### config.mk
export PLATFORM = sky130hd
export DESIGN_NAME = clock_monitor_and_source_select
export DESIGN_NICKNAME = d
export VERILOG_FILES = /design/src/rtl/clock_supervisor_pkg.sv /design/src/rtl/clock_monitor_and_source_select.sv
export VERILOG_INCLUDE_DIRS = /design/src /design/src/rtl
export SDC_FILE = /design/constraint.sdc
export NUM_CORES = 1
export LEC_CHECK = 0
export BUFFER_PORTS_ARGS = -buffer_cell sky130_fd_sc_hd__buf_4
export CORE_MARGIN = 2
export CORE_UTILIZATION = 45
export DETAILED_ROUTE_END_ITERATION = 8
export PLACE_DENSITY = 0.61
export SLEW_MARGIN = 40
export SYNTH_ARGS = -nofsm -noshare
export SYNTH_HDL_FRONTEND = slang
export SYNTH_SLANG_ARGS = --single-unit
### constraint.sdc
create_clock -name sys_clk_i -period 5.1 [get_ports sys_clk_i]
set_input_delay 0.51 -clock sys_clk_i [delete_from_list [all_inputs] [get_ports sys_clk_i]]
set_output_delay 0.51 -clock sys_clk_i [all_outputs]
set_load 0.005 [all_outputs]
### src/rtl/clock_supervisor_map.svh
`ifndef CLOCK_SUPERVISOR_MAP_SVH
`define CLOCK_SUPERVISOR_MAP_SVH

// ****************************************************************
// Register byte offsets
// ****************************************************************
`define CSM_OFF_CTRL        8'h00
`define CSM_OFF_MON         8'h04
`define CSM_OFF_HIGH        8'h08
`define CSM_OFF_LOW         8'h0c
`define CSM_OFF_MEAS        8'h10
`define CSM_OFF_STATUS      8'h14
`define CSM_OFF_MASK        8'h18
`define CSM_OFF_SYS         8'h1c

// ****************************************************************
// Field positions
// ****************************************************************
`define CSM_CTRL_CRYSTAL_OSCILLATOR_EN    0
`define CSM_CTRL_PLL_EN     1
`define CSM_CTRL_REF_SEL    2
`define CSM_CTRL_SYS_PLL    3
`define CSM_MON_EN          0
`define CSM_MON_START       1
`define CSM_MON_DIV_LSB     8
`define CSM_MON_DIV_MSB     15
`define CSM_ST_MEAS_DONE    5
`define CSM_SYS_LOCK        4
`define CSM_SYS_CRYSTAL_OSCILLATOR        5

// ****************************************************************
// Reset values, codes and counts
// ****************************************************************
`define CSM_RST_CTRL        4'h0
`define CSM_RST_DIV         8'h01
`define CSM_RST_HIGH        16'hffff
`define CSM_RST_LOW         16'h0000
`define CSM_SRC_FAST_INTERNAL_RC_CLOCK        3'h0
`define CSM_SRC_PLL         3'h2
`define CSM_MEAS_REF_EDGES  16'h0100
`endif

### src/rtl/clock_supervisor_pkg.sv
`default_nettype none
package clock_supervisor_pkg;
  // Counter width for all edge counts except the 8-bit window divider count
  typedef logic [15:0] count_t;

  // Faults towards the fault collection unit, bit 4 first
  typedef struct packed {
    logic pll_loss;
    logic pll_low;
    logic pll_high;
    logic fast_external_oscillator_loss;
    logic loss_of_lock;
  } fault_s;

  // One register access from software
  typedef struct packed {
    logic [7:0]  addr;
    logic [31:0] wdata;
    logic        we;
    logic        re;
  } bus_req_s;

  // Supervision window state
  typedef enum logic {MON_OFF, MON_RUN} mon_state_e;

  // Frequency measurement state
  typedef enum logic {MEAS_IDLE, MEAS_RUN} meas_state_e;
endpackage
`default_nettype wire

### src/rtl/clock_monitor_and_source_select.sv
// Decided for this implementation: the placing of the registers and the plain strobed port.
`timescale 1ns/100ps
`include "clock_supervisor_map.svh"
`default_nettype none
module clock_monitor_and_source_select #(
  parameter clock_supervisor_pkg::count_t MEAS_REF_EDGES = `CSM_MEAS_REF_EDGES
) (
  input  wire logic                           sys_clk_i,
  input  wire logic                           rst_b_i,
  input  wire clock_supervisor_pkg::bus_req_s bus_i,
  output logic [31:0]                         rdata_o,
  output logic                                irq_o,
  input  wire logic                           pll_lock_i,
  input  wire logic                           fast_internal_rc_clock_clk_i,
  input  wire logic                           fast_external_oscillator_clk_i,
  input  wire logic                           pll_clk_i,
  input  wire clock_supervisor_pkg::fault_s   fault_ack_i,
  output clock_supervisor_pkg::fault_s        fault_o,
  output logic                                crystal_oscillator_enable_o,
  output logic                                pll_enable_o,
  output logic                                pll_ref_select_o,
  output logic [2:0]                          sysclk_src_o
);

  // ****************************************************************
  // Helpers
  // ****************************************************************

  // Saturating increment, so a runaway clock cannot wrap a count
  function automatic clock_supervisor_pkg::count_t sat_inc(
    input clock_supervisor_pkg::count_t c,
    input logic                         en
  );
    sat_inc = c;
    if (en && (c != 16'hffff))
    begin
      sat_inc = c + 16'h0001;
    end
  endfunction

  // ****************************************************************
  // State declarations
  // ****************************************************************
  logic [3:0]                       ctrl;          // Clock control bits
  logic [3:0]                       next_ctrl;
  logic                             mon_en;        // Supervision enabled
  logic                             next_mon_en;
  logic [7:0]                       rc_div;        // Reference divider
  logic [7:0]                       next_rc_div;
  clock_supervisor_pkg::count_t     high_bound;    // PLL upper bound
  clock_supervisor_pkg::count_t     next_high_bound;
  clock_supervisor_pkg::count_t     low_bound;     // PLL lower bound
  clock_supervisor_pkg::count_t     next_low_bound;
  logic [5:0]                       status;        // Sticky events
  logic [5:0]                       next_status;
  logic [5:0]                       mask;          // Interrupt mask
  logic [5:0]                       next_mask;
  logic [31:0]                      next_rdata;
  logic                             next_irq;
  logic [2:0]                       next_src;
  clock_supervisor_pkg::fault_s     next_fault;

  // Edge history of the sampled clocks and lock
  logic                             fast_internal_rc_clock_prev;
  logic                             fast_external_oscillator_prev;
  logic                             pll_prev;
  logic                             lock_prev;
  logic                             fast_internal_rc_clock_rise;
  logic                             fast_external_oscillator_rise;
  logic                             pll_rise;

  // Supervision window
  clock_supervisor_pkg::mon_state_e mon_state;
  clock_supervisor_pkg::mon_state_e next_mon_state;
  logic [7:0]                       div_cnt;       // RC edges in window
  logic [7:0]                       next_div_cnt;
  clock_supervisor_pkg::count_t     fx_cnt;        // Oscillator edges
  clock_supervisor_pkg::count_t     next_fx_cnt;
  clock_supervisor_pkg::count_t     pll_cnt;       // PLL edges
  clock_supervisor_pkg::count_t     next_pll_cnt;
  clock_supervisor_pkg::fault_s     events;        // Faults this cycle

  // Frequency measurement
  clock_supervisor_pkg::meas_state_e meas_state;
  clock_supervisor_pkg::meas_state_e next_meas_state;
  clock_supervisor_pkg::count_t     meas_rc;       // RC edges counted
  clock_supervisor_pkg::count_t     next_meas_rc;
  clock_supervisor_pkg::count_t     meas_ref;      // Oscillator edges
  clock_supervisor_pkg::count_t     next_meas_ref;
  clock_supervisor_pkg::count_t     meas_result;   // Last result
  clock_supervisor_pkg::count_t     next_meas_result;
  logic                             meas_done;     // Completion pulse

  // Write strobes decoded once
  logic                             wr_mon;

  assign fast_internal_rc_clock_rise  = fast_internal_rc_clock_clk_i & ~fast_internal_rc_clock_prev;
  assign fast_external_oscillator_rise = fast_external_oscillator_clk_i & ~fast_external_oscillator_prev;
  assign pll_rise   = pll_clk_i & ~pll_prev;
  assign wr_mon     = bus_i.we && (bus_i.addr == `CSM_OFF_MON);

  // ****************************************************************
  // Supervision window, paced by internal RC edges only
  // ****************************************************************

  // Counts oscillator and PLL edges over one divided RC period
  always_comb
  begin
    logic [7:0]                   div_eff;
    clock_supervisor_pkg::count_t fx_now;
    clock_supervisor_pkg::count_t pll_now;
    div_eff        = (rc_div == 8'h00) ? 8'h01 : rc_div;
    fx_now         = sat_inc(fx_cnt, fast_external_oscillator_rise);
    pll_now        = sat_inc(pll_cnt, pll_rise);
    next_mon_state = mon_state;
    next_div_cnt   = div_cnt;
    next_fx_cnt    = fx_now;
    next_pll_cnt   = pll_now;
    events         = '0;
    // Loss of lock only counts while the PLL is meant to run
    events.loss_of_lock = ctrl[`CSM_CTRL_PLL_EN] & lock_prev & ~pll_lock_i;
    unique case (mon_state)
      clock_supervisor_pkg::MON_OFF:
      begin
        // Nothing but loss of lock is judged until software arms the monitor
        next_div_cnt = 8'h00;
        next_fx_cnt  = '0;
        next_pll_cnt = '0;
        if (mon_en)
        begin
          next_mon_state = clock_supervisor_pkg::MON_RUN;
        end
      end
      clock_supervisor_pkg::MON_RUN:
      begin
        if (!mon_en)
        begin
          next_mon_state = clock_supervisor_pkg::MON_OFF;
        end
        else if (fast_internal_rc_clock_rise)
        begin
          if ((div_cnt + 8'h01) >= div_eff)
          begin
            // Window over: judge and restart
            next_div_cnt      = 8'h00;
            next_fx_cnt       = '0;
            next_pll_cnt      = '0;
            events.fast_external_oscillator_loss = (fx_now == '0);
            if (ctrl[`CSM_CTRL_PLL_EN])
            begin
              // A silent PLL is a loss, not merely too slow
              events.pll_loss = (pll_now == '0);
              events.pll_high = (pll_now > high_bound);
              events.pll_low  = (pll_now != '0) && (pll_now < low_bound);
            end
          end
          else
          begin
            next_div_cnt = div_cnt + 8'h01;
          end
        end
      end
    endcase
  end

  // Registers the window state and edge history
  always_ff @(posedge sys_clk_i or negedge rst_b_i)
  begin
    if (!rst_b_i)
    begin
      mon_state  <= clock_supervisor_pkg::MON_OFF;
      div_cnt    <= 8'h00;
      fx_cnt     <= '0;
      pll_cnt    <= '0;
      fast_internal_rc_clock_prev  <= 1'b0;
      fast_external_oscillator_prev <= 1'b0;
      pll_prev   <= 1'b0;
      lock_prev  <= 1'b0;
    end
    else
    begin
      mon_state  <= next_mon_state;
      div_cnt    <= next_div_cnt;
      fx_cnt     <= next_fx_cnt;
      pll_cnt    <= next_pll_cnt;
      fast_internal_rc_clock_prev  <= fast_internal_rc_clock_clk_i;
      fast_external_oscillator_prev <= fast_external_oscillator_clk_i;
      pll_prev   <= pll_clk_i;
      lock_prev  <= pll_lock_i;
    end
  end

  // ****************************************************************
  // Frequency measurement of the internal RC clock
  // ****************************************************************

  // Counts RC edges over a fixed number of oscillator edges
  always_comb
  begin
    next_meas_state  = meas_state;
    next_meas_rc     = sat_inc(meas_rc, fast_internal_rc_clock_rise);
    next_meas_ref    = sat_inc(meas_ref, fast_external_oscillator_rise);
    next_meas_result = meas_result;
    meas_done        = 1'b0;
    unique case (meas_state)
      clock_supervisor_pkg::MEAS_IDLE:
      begin
        next_meas_rc  = '0;
        next_meas_ref = '0;
        if (wr_mon && bus_i.wdata[`CSM_MON_START])
        begin
          next_meas_state = clock_supervisor_pkg::MEAS_RUN;
        end
      end
      clock_supervisor_pkg::MEAS_RUN:
      begin
        // A dead oscillator leaves this state running; software times it
        if (next_meas_ref >= MEAS_REF_EDGES)
        begin
          next_meas_state  = clock_supervisor_pkg::MEAS_IDLE;
          next_meas_result = next_meas_rc;
          meas_done        = 1'b1;
        end
      end
    endcase
  end

  // Registers the measurement
  always_ff @(posedge sys_clk_i or negedge rst_b_i)
  begin
    if (!rst_b_i)
    begin
      meas_state  <= clock_supervisor_pkg::MEAS_IDLE;
      meas_rc     <= '0;
      meas_ref    <= '0;
      meas_result <= '0;
    end
    else
    begin
      meas_state  <= next_meas_state;
      meas_rc     <= next_meas_rc;
      meas_ref    <= next_meas_ref;
      meas_result <= next_meas_result;
    end
  end

  // ****************************************************************
  // Software registers, interrupt, faults and clock source
  // ****************************************************************

  // Register writes, read mux, sticky status and fault holding
  always_comb
  begin
    logic [5:0] ev;
    ev              = {meas_done, events};
    next_ctrl       = ctrl;
    next_mon_en     = mon_en;
    next_rc_div     = rc_div;
    next_high_bound = high_bound;
    next_low_bound  = low_bound;
    next_mask       = mask;
    next_status     = status;
    next_rdata      = 32'h0000_0000;
    if (bus_i.we)
    begin
      unique case (bus_i.addr)
        `CSM_OFF_CTRL:   next_ctrl       = bus_i.wdata[3:0];
        `CSM_OFF_MON:
        begin
          next_mon_en = bus_i.wdata[`CSM_MON_EN];
          next_rc_div = bus_i.wdata[`CSM_MON_DIV_MSB:`CSM_MON_DIV_LSB];
        end
        `CSM_OFF_HIGH:   next_high_bound = bus_i.wdata[15:0];
        `CSM_OFF_LOW:    next_low_bound  = bus_i.wdata[15:0];
        `CSM_OFF_MASK:   next_mask       = bus_i.wdata[5:0];
        default:         next_ctrl       = ctrl;
      endcase
    end
    if (bus_i.re)
    begin
      unique case (bus_i.addr)
        `CSM_OFF_CTRL:   next_rdata = {28'h0000000, ctrl};
        `CSM_OFF_MON:    next_rdata = {16'h0000, rc_div, 6'h00,
                                       (meas_state == clock_supervisor_pkg::MEAS_RUN),
                                       mon_en};
        `CSM_OFF_HIGH:   next_rdata = {16'h0000, high_bound};
        `CSM_OFF_LOW:    next_rdata = {16'h0000, low_bound};
        `CSM_OFF_MEAS:   next_rdata = {16'h0000, meas_result};
        `CSM_OFF_STATUS:
        begin
          next_rdata  = {26'h0000000, status};
          next_status = 6'h00;
        end
        `CSM_OFF_MASK:   next_rdata = {26'h0000000, mask};
        `CSM_OFF_SYS:    next_rdata = {26'h0000000, ctrl[`CSM_CTRL_CRYSTAL_OSCILLATOR_EN], pll_lock_i,
                                       1'b0, sysclk_src_o};
        default:         next_rdata = 32'h0000_0000;
      endcase
    end
    // New events win over the clearing read
    next_status = next_status | ev;
    next_irq    = |(next_status & next_mask);
    // Fault stays up until the collector acknowledges it
    next_fault  = (fault_o & ~fault_ack_i) | events;
    // PLL drives the system only while locked and requested
    if (ctrl[`CSM_CTRL_SYS_PLL] && ctrl[`CSM_CTRL_PLL_EN] && pll_lock_i)
    begin
      next_src = `CSM_SRC_PLL;
    end
    else
    begin
      next_src = `CSM_SRC_FAST_INTERNAL_RC_CLOCK;
    end
  end

  // Registers software state and every output
  always_ff @(posedge sys_clk_i or negedge rst_b_i)
  begin
    if (!rst_b_i)
    begin
      ctrl             <= `CSM_RST_CTRL;
      mon_en           <= 1'b0;
      rc_div           <= `CSM_RST_DIV;
      high_bound       <= `CSM_RST_HIGH;
      low_bound        <= `CSM_RST_LOW;
      status           <= 6'h00;
      mask             <= 6'h00;
      rdata_o          <= 32'h0000_0000;
      irq_o            <= 1'b0;
      fault_o          <= '0;
      sysclk_src_o     <= `CSM_SRC_FAST_INTERNAL_RC_CLOCK;
      crystal_oscillator_enable_o    <= 1'b0;
      pll_enable_o     <= 1'b0;
      pll_ref_select_o <= 1'b0;
    end
    else
    begin
      ctrl             <= next_ctrl;
      mon_en           <= next_mon_en;
      rc_div           <= next_rc_div;
      high_bound       <= next_high_bound;
      low_bound        <= next_low_bound;
      status           <= next_status;
      mask             <= next_mask;
      rdata_o          <= next_rdata;
      irq_o            <= next_irq;
      fault_o          <= next_fault;
      sysclk_src_o     <= next_src;
      crystal_oscillator_enable_o    <= next_ctrl[`CSM_CTRL_CRYSTAL_OSCILLATOR_EN];
      pll_enable_o     <= next_ctrl[`CSM_CTRL_PLL_EN];
      pll_ref_select_o <= next_ctrl[`CSM_CTRL_REF_SEL];
    end
  end

endmodule
`default_nettype wire

==> results of run 1 <==
-- power breakdown --
| part | switching [mW] | internal [mW] |
|---|---|---|
| clock network | 0.569 | 0.707 |
| logic | 0.134 | 0.0777 |
| registers | 0.0201 | 1.42 |
| total | 0.724 | 2.20 |
-- worst paths after layout --
path | from | end
min in group sys_clk_i | pll_clk_i | pll_prev
hold / removal | rst_b_i | low_bound[10]
max in group asynchronous | rst_b_i | fx_cnt[7]
hold reg to reg | mon_en | mon_state
setup reg to reg | pll_cnt[0] | irq_o
setup / recovery | pll_cnt[0] | irq_o
-- registers in the layout, summed over array words and instances (netlist names) --
register and count:
fx_cnt 16, mon_state 1, fast_external_oscillator_prev 1, fast_internal_rc_clock_prev 1, mon_en 1, meas_result 16
pll_cnt 16, meas_state 1, div_cnt 8, mask 6, ctrl 4, meas_ref 16
irq_o 1, fault_o 5, high_bound 16, low_bound 16, meas_rc 16, pll_prev 1
sysclk_src_o 1, lock_prev 1, status 6, rdata_o 16, rc_div 8
-- cell type report --
class,count,area share
tap,280,0.03157
antenna,1,0.0002255
clock buffer,22,0.04183
multi-input combinational,725,0.4521
sequential,174,0.3943
timing repair buffer,72,0.04994
clock inverter,10,0.009470
inverter,61,0.02063
-- layer usage --
layer	vias to the layer above	wire, um
li1	3609	-
met1	3631	11460
met3	28	967
met4	0	384
met5	-	0
met2	161	10630
-- cells by family after synthesis --
| group | count (synthesis) | synth area share |
|---|---|---|
| xor gates and xnor gates | 64 | 0.05680 |
| buffers and inverters | 126 | 0.05655 |
| muxes | 70 | 0.08140 |
| DFF | 174 | 0.4434 |
| and+or+nand+nor | 364 | 0.1939 |
| other | 1 | 0.0003800 |
| adders and majority gates | 43 | 0.05452 |
| AOI/OAI and AO/OA | 166 | 0.1131 |
-- placed cells by master (no fill, tap or decap), drive strengths merged, types with 13 or more instances in the layout --
master | Yosys | final
ha | 43 | 43
nand4 | 22 | 22
nor4 | 18 | 18
and3 | 21 | 21
dfstp | 17 | 17
dfrtp | 157 | 157
nor2b | 23 | 23
nor3 | 13 | 13
a22oi | 14 | 14
mux2i | 15 | 15
nand3 | 41 | 41
and2 | 30 | 30
inv | 61 | 65
nor2 | 69 | 69
o21ai | 61 | 61
xor2 | 22 | 22
nand2 | 94 | 94
buf | 26 | 71
a21oi | 25 | 25
mux2 | 52 | 52
conb | 1 | 18
xnor2 | 42 | 42
clkbuf | 39 | 23
-- worst max-delay path: cells and delay by family (launching register included) --
family | cells | cell delay, ps
fa+ha+maj | 2 | 620
flops | 1 | 460
xor+xnor | 1 | 130
compound gates | 5 | 1120
simple gates | 8 | 1910
-- cells in the mapped netlist, types with 6 or more instances --
master / n / area share
a21oi_1: 25 / 0.013
a22o_1: 9 / 0.0080
a22oi_1: 14 / 0.011
and2_1: 30 / 0.019
and3_1: 20 / 0.013
and4_1: 6 / 0.0053
buf_4: 19 / 0.014
clkbuf_1: 38 / 0.014
dfrtp_1: 157 / 0.40
dfstp_2: 17 / 0.045
ha_1: 43 / 0.055
inv_1: 61 / 0.023
mux2_2: 52 / 0.059
mux2i_1: 15 / 0.015
nand2_1: 93 / 0.035
nand2b_1: 7 / 0.0044
nand3_1: 41 / 0.021
nand4_1: 21 / 0.013
nor2_1: 69 / 0.026
nor2b_1: 23 / 0.015
nor3_1: 13 / 0.0066
nor4_1: 16 / 0.010
o21ai_0: 61 / 0.031
xnor2_1: 42 / 0.037
xor2_1: 22 / 0.020
-- stage by stage --
stage,setup slack [ps],hold WS [ps],power (mW),instances
2_1_floorplan,1487,214.4,1.577,1025
3_3_place_gp,877.6,419.6,1.672,1311
3_5_place_dp,845.2,417.6,1.676,1312
4_1_cts,816.8,174.5,2.960,1344
5_1_grt,407.5,175.0,3.054,1345
6_report,770.0,121.7,2.925,1345
==> out/results.ini, run 1 <==
[detailed_routing]
wl_per_cell_um=17.43
viasPerCell=5.523
drc=0
ant_nets=0
vias=7429
drtPass1Iterations=5
drt-initial-drc-count=480
drt_wl_total_um=23450

[clock_network]
clock_latency_ps=430
cts_hold_buf=0
cts_inserted_buffers=17
clk_pin_slew_ps=70
cts_resized=0
clk_path_buf_depth=2
cts_tree=built
htree_levels=4
post_cts_buffers=0
cts-root-buf=clkbuf_16
clkSinkCount=174

[critical_path]
rrSetupSlack_ps=770
cp-start-kind=flip-flop
reg2reg_depth=16
path_cells=ha_1 > nand4_1 > nor4_2 > nor2_1 > nand2_1 > nor2_1 > xnor2_1 > ha_1 > nand4_1 > nor4_1 > o21ai_0 > a311o_1 > nand3_1 > o2111ai_1 > o221a_2 > o211ai_1
critPathArrivalTime_ps=4660
cp_slowest_stage_delay_ps=520
cp.required_ps=5430
critical_path_class=reg2reg
cpMaxStageDelayCell=nor2_1
cp-end-kind=flip-flop
path_max_fanout=10

[global_routing]
grtUsageMet2=0.3200
grtUsageTotal=0.2088
use_met3=0.03965
grt_pass1_vias=7252
grt_pass1_wl_um=38830
grtUsageMet1=0.3056
grt_busiest_layer=met2
grt_start_max_net_pins=83
grt_antenna_before_repair=1
grt-ovfl-total=0

[hold_path]
hp-class=in2async

[place]
placed_cell_area_um2=10520
hpwl_um=17180
port_buffers=62
gp_congestion=0.8705

[die]
rows=54
fp.dieW_um=152.1
core_area_um2=21690
io_pins=97
dieArea_um2=23130
die_y_um=152.1
floorplan.initialDensity=0.4550

[power]
leakage_nw=5.144
ir_worst_vdd_v=0.0001906
power_density_nw_per_um2=263.6

[logic_synthesis]
synth-edff-count=0
synth_ff_type=dfrtp_1
ys_seq_area_frac=0.4434
ys_async_sr_fraction=1.000
syn_area_um2=9868
syn_area_per_cell_um2=9.790
syn-instance-count=1008
ys_seq_elements=174
synth_warnings=0
yosysUniqueCellTypes=74

[cells_and_area]
synthToLayoutAreaGrowth_pct=12.46
nNetsFinal=1147
multi_input_area_um2=5017
final_util=0.5117
final.fill_count=2023
layout-drive-gt1-share=0.1776
seqCellArea_um2=4375
final_area_um2=11100

[timing]
layout_worst_path_cycle_share=0.8490
setup_viol=0
fmax_mhz=230.9
tns_ps=0
hold_viol_final=0
worst-slew-pin-transition_ps=806.4
rsz0062_at_grt=false
slew_viol_final=0
fin_crit_ps=4330
finalClockSkew_ps=7.839
max_slew_margin=0.4548

[status]
status=completed

[flow_run]
max_cap_viol_count=0

Power figures use the tool's default switching activity.
==> run 2: changes to the inputs <==
Clock period 5.1 ns to 4.15 ns, I/O delays scaled along.
==> run 2 against run 1 <==
Die area stayed put. Via count is 2.0% higher. Non-clock buffer count is 14 higher. Clock skew is 1.9 ps higher. Clock-buffer cell count is 1 lower. Critical endpoint unchanged. Largest power group unchanged.
==> out/results.ini, run 2 (synthesis gave the netlist of run 1 again) <==
[detailed_routing]
vias=7579
ant_nets=0
m1WireLength_um=11520
viasPerCell=5.577
drtPass1Iterations=4
drt_wl_total_um=23990
drc=0
wl_per_cell_um=17.65
drt-initial-drc-count=422
wl_met2_um=11040
top_layer=met4
wl_met3_um=1011

[die]
die_y_um=152.1
core_area_um2=21690
rows=54
dieArea_um2=23130
floorplan.initialDensity=0.4550
fp.dieW_um=152.1
io_pins=97

[power]
p_comb_frac=0.075
power.internal_mw=2.629
pwr-share-seq=0.502
report.power.total_mw=3.523
leakage_nw=5.204
swShare=0.2538
clkPwrFrac=0.423
power_density_nw_per_um2=314.6
power.switching_mw=0.8941
ir_worst_vdd_v=0.0002158

[cells_and_area]
instances_no_fill=1359
layout-drive-gt1-share=0.1883
final_area_um2=11200
synthToLayoutAreaGrowth_pct=13.47
final_common_cell=dfrtp_1
nNetsFinal=1161
layout_common_cells=dfrtp_1, nand2_1, buf_4, nor2_1, inv_1
final.fill_count=1976

[place]
gp_congestion=0.9219
hpwl_um=17760
post-place-cells=1324
port_buffers=62
placed_cell_area_um2=10630

[critical_path]
cp-end-kind=flip-flop
path_common_cell=nand4_1
path_cells=ha_2 > nand4_1 > or4_1 > nand2b_1 > nor4_1 > xor2_1 > ha_1 > nand4_1 > nor4_2 > o21ai_0 > a311o_1 > nand3_1 > o2111ai_1 > o221a_2 > o211ai_1
cpMaxStageDelayCell=or4_1
cp_slowest_stage_delay_ps=610
cp.required_ps=4500
rrSetupSlack_ps=250
cp-start-kind=flip-flop
critical_path_class=reg2reg
critPathArrivalTime_ps=4250
path_max_fanout=5
crit_family=simple AND/OR/NAND/NOR gates
path_buf_inv=0

[timing]
rsz0062_at_grt=false
slew_viol_final=0
max_slew_margin=0.4794
setup_viol=0
fin_crit_ps=3902
worst-slew-pin-transition_ps=770.0
fmax_mhz=256.3
hold_viol_final=0
finalClockSkew_ps=9.768
layout_worst_path_cycle_share=0.9402
tns_ps=0

[clock_network]
cts_inserted_buffers=17
clkSinkCount=174
clk_path_buf_depth=2
htree_levels=4
cts-root-buf=clkbuf_16
clock_latency_ps=440
clk_pin_slew_ps=60
cts_tree=built

[global_routing]
grt_antenna_before_repair=1
grt_pass1_wl_um=39670
grt-ovfl-total=0
grt_start_max_net_pins=56
grt_pass1_vias=7605
grtUsageTotal=0.2130

[flow_run]
max_cap_viol_count=0

[status]
status=completed

[hold_path]
hp-class=in2reg

-- run 2: cell types whose count changed in the layout (fill, tap and decap cells not counted), sizes merged --
cell	delta
buf	+14
bufinv	-1
clkinvlp	-1
clkbuf	-2
clkinv	+4
inv	-1
dlygate4sd3	+1
-- run 2: what timing repair did --
item,CTS,global route
hold buffers,1,0
endpoints found under the setup margin,0,1
resized for setup,0,2
buffers inserted,0,1
endpoints found under the hold margin,37,0
-- run 2: stage by stage --
| step | hold WS (ps) | util | worst slack, ps |
|---|---|---|---|
| global route | 92.46 | 0.5163 | 42.52 |
| floorplan | 119.4 | - | 536.6 |
| finish | 105.9 | 0.5163 | 248.1 |
| detailed placement | 379.0 | 0.4903 | 202.0 |
| global placement | 424.7 | 0.4889 | 219.8 |
| CTS | 92.23 | 0.5154 | 183.4 |
-- run 2: power groups by stage --
stage	sequential [mW]	clock, mW	combinational [mW]
floorplan	1.79	0	0.150
global placement	1.80	0	0.257
detailed placement	1.80	0	0.264
CTS	1.77	1.52	0.266
global route	1.77	1.59	0.293
finish	1.77	1.49	0.263
-- run 2: final timing paths --
path / startpoint / end / depth (start not counted)
min in group asynchronous: rst_b_i / low_bound[11] / 2
worst max register to register: pll_cnt[1] / irq_o / 15
worst max-delay path: pll_cnt[1] / irq_o / 15
max in group asynchronous: rst_b_i / high_bound[11] / 3
worst min-delay path: pll_clk_i / pll_prev / 1
worst min register to register: mon_en / mon_state / 0
-- run 2: cell type report --
cell class	count	area, um^2	share of cell area
clock inverter	11	85.08	0.007599
inverter	61	229.0	0.02045
sequential	174	4377	0.3909
timing repair buffer	86	684.4	0.06112
tap	280	350.3	0.03129
antenna	1	2.502	0.0002235
multi-input combinational	725	5019	0.4482
clock buffer	21	450.4	0.04023
-- run 2: worst register-to-register path: stages, from the launching register on --
cell	delay, ps
dfrtp_1	410
ha_2	250
nand4_1	180
or4_1	610
nand2b_1	190
nor4_1	100
xor2_1	180
ha_1	310
nand4_1	160
nor4_2	350
o21ai_0	140
a311o_1	280
nand3_1	70
o2111ai_1	190
o221a_2	330
o211ai_1	80
-- run 2: per-layer routing --
layer  global-route usage  up-vias
li1                     -     3644
met1               0.2991     3751
met2               0.3385      157
met3              0.03851       27
met4              0.06409        0
met5                    0        -
==> run 3: changes to the inputs <==
Settings changed: CORE_ASPECT_RATIO set to 0.75, CORE_UTILIZATION 45 to 35, PLACE_DENSITY 0.61 to 0.5.
==> run 3 against run 2 <==
The flow now finishes with violations (hold timing). Non-clock buffer count up 5. Combinational power up 3%. Register-to-register slack about the same. Worst setup slack worse by 11 ps. Cell count up 5.9%. Worst hold slack worse by 140 ps. Wire length up 8.0%. Critical path type unchanged. Largest cell class unchanged.
==> out/results.ini, run 3 (synthesis gave the netlist of run 1 again) <==
[detailed_routing]
vias=7505
drt_wl_total_um=25920
ant_nets=0
viasPerCell=5.215
wl_per_cell_um=18.01
drc=0
drtPass1Iterations=4
drt-initial-drc-count=568

[die]
die_y_um=149.4
io_pins=97
dieArea_um2=29570
rows=53
fp.dieW_um=197.9
floorplan.initialDensity=0.3543
core_area_um2=27850

[timing]
setup_viol=0
holdWs_ps=-31.36
hold_viol_final=13
setup_ws_ps=237.4
fin_crit_ps=3913
layout_worst_path_cycle_share=0.9428
finalClockSkew_ps=11.57
fmax_mhz=255.6
worst-slew-pin-transition_ps=781.9
slew_viol_final=0
max_slew_margin=0.4775

[hold_path]
hp-class=in2async

[clock_network]
cts_tree=built
clock_latency_ps=450
htree_levels=4
clk_path_buf_depth=2
clkSinkCount=174
cts_inserted_buffers=17
clk_pin_slew_ps=60
cts-root-buf=clkbuf_16

[power]
ir_worst_vdd_v=0.0003092
power_density_nw_per_um2=318.0
leakage_nw=5.273

[status]
status=finished with violations
violations=hold timing

[cells_and_area]
final.fill_count=2743
final_common_cell=dfrtp_1
nNetsFinal=1166
final_area_um2=11360
synthToLayoutAreaGrowth_pct=15.13
layout_common_cells=dfrtp_1, nand2_1, buf_4, nor2_1, inv_1
insertedDiodeCount=0
final_util=0.4079
layout-drive-gt1-share=0.1950

[global_routing]
grt-ovfl-total=0
grt_start_max_net_pins=104
grtUsageTotal=0.1841
grt_antenna_before_repair=0
grt_pass1_vias=7128
grt_pass1_wl_um=41460

[critical_path]
cp.required_ps=4490
path_max_fanout=5
cp-start-kind=flip-flop
critical_path_class=reg2reg
critPathArrivalTime_ps=4260
cp-end-kind=flip-flop

[flow_run]
max_cap_viol_count=0

[place]
gp_congestion=0.8149
post-place-ws_ps=15.26
hpwl_um=18890
port_buffers=62
placed_cell_area_um2=10760

==> run 3: cell types whose count changed in the layout (fill, tap and decap cells not counted), sizes merged <==
cell / previous run / this run
bufinv: 0 / 1
clkinvlp: 2 / 3
clkinv: 6 / 3
dlygate4sd3: 1 / 0
diode: 1 / 0
buf: 85 / 90
inv: 64 / 65
==> run 3: final timing paths <==
| path | from | endpoint | slack [ps] | depth (start not counted) |
|---|---|---|---|---|
| setup / recovery | pll_cnt[1] | irq_o | 240 | 15 |
| hold / removal | rst_b_i | pll_prev | -30 | 1 |
| setup reg to reg | pll_cnt[1] | irq_o | 240 | 15 |
| min in group sys_clk_i | fast_external_oscillator_clk_i | fast_external_oscillator_prev | 100 | 1 |
| max in group asynchronous | rst_b_i | meas_rc[13] | 3200 | 2 |
| hold reg to reg | mon_en | mon_state | 450 | 0 |
==> run 3: cell type report <==
cell class	instances	area [um^2]	area share
multi-input cells	725	5055	0.4449
well taps	357	446.7	0.03932
inverters	61	229.0	0.02015
repair buffers	91	701.9	0.06178
flip-flops and latches	174	4375	0.3851
clock buffers	20	446.7	0.03932
clock inverters	11	106.4	0.009361
==> run 3: per-layer routing <==
| metal | GRT usage | wire length (um) |
|---|---|---|
| met4 | 0.04286 | 281 |
| met1 | 0.2991 | 14030 |
| met3 | 0.03291 | 1164 |
| met2 | 0.2467 | 10440 |
| met5 | 0 | 0 |
==> run 3: report_power, final <==
group	total (mW)	internal (mW)	switching, mW
Clock	1.58	0.846	0.731
Combinational	0.271	0.0990	0.172
Sequential	1.77	1.74	0.0259
Total	3.61	2.68	0.929
==> run 3: per-stage QoR <==
stage / TNS (ps) / hold WS, ps / power [mW] / std cells
2_1_floorplan: 0 / 119.4 / 1.938 / 1025
3_3_place_gp: 0 / 444.2 / 2.069 / 1407
3_5_place_dp: 0 / 455.9 / 2.071 / 1407
4_1_cts: 0 / 20.91 / 3.663 / 1438
5_1_grt: -16.72 / 30.84 / 3.760 / 1439
6_report: 0 / -31.36 / 3.613 / 1439
==> run 3: critical path: stages, from the launching register on <==
cell       delay (ps)
dfrtp_1           410
ha_2              250
nand4_1           220
or4_4             590
nand2b_1          150
nor2_1             70
xnor2_1           350
ha_1              200
nand4_1           160
nor4_4            310
o21ai_0           140
a311o_1           290
nand3_1            80
o2111ai_1         170
o221a_2           320
o211ai_1          110
==> run 3: repair_timing <==
| action | 4_1_cts | 5_1_grt |
|---|---|---|
| resized for setup | 0 | 8 |
| endpoints found under the setup margin | 0 | 3 |
| hold buffers | 0 | 0 |
| setup buffers | 0 | 1 |
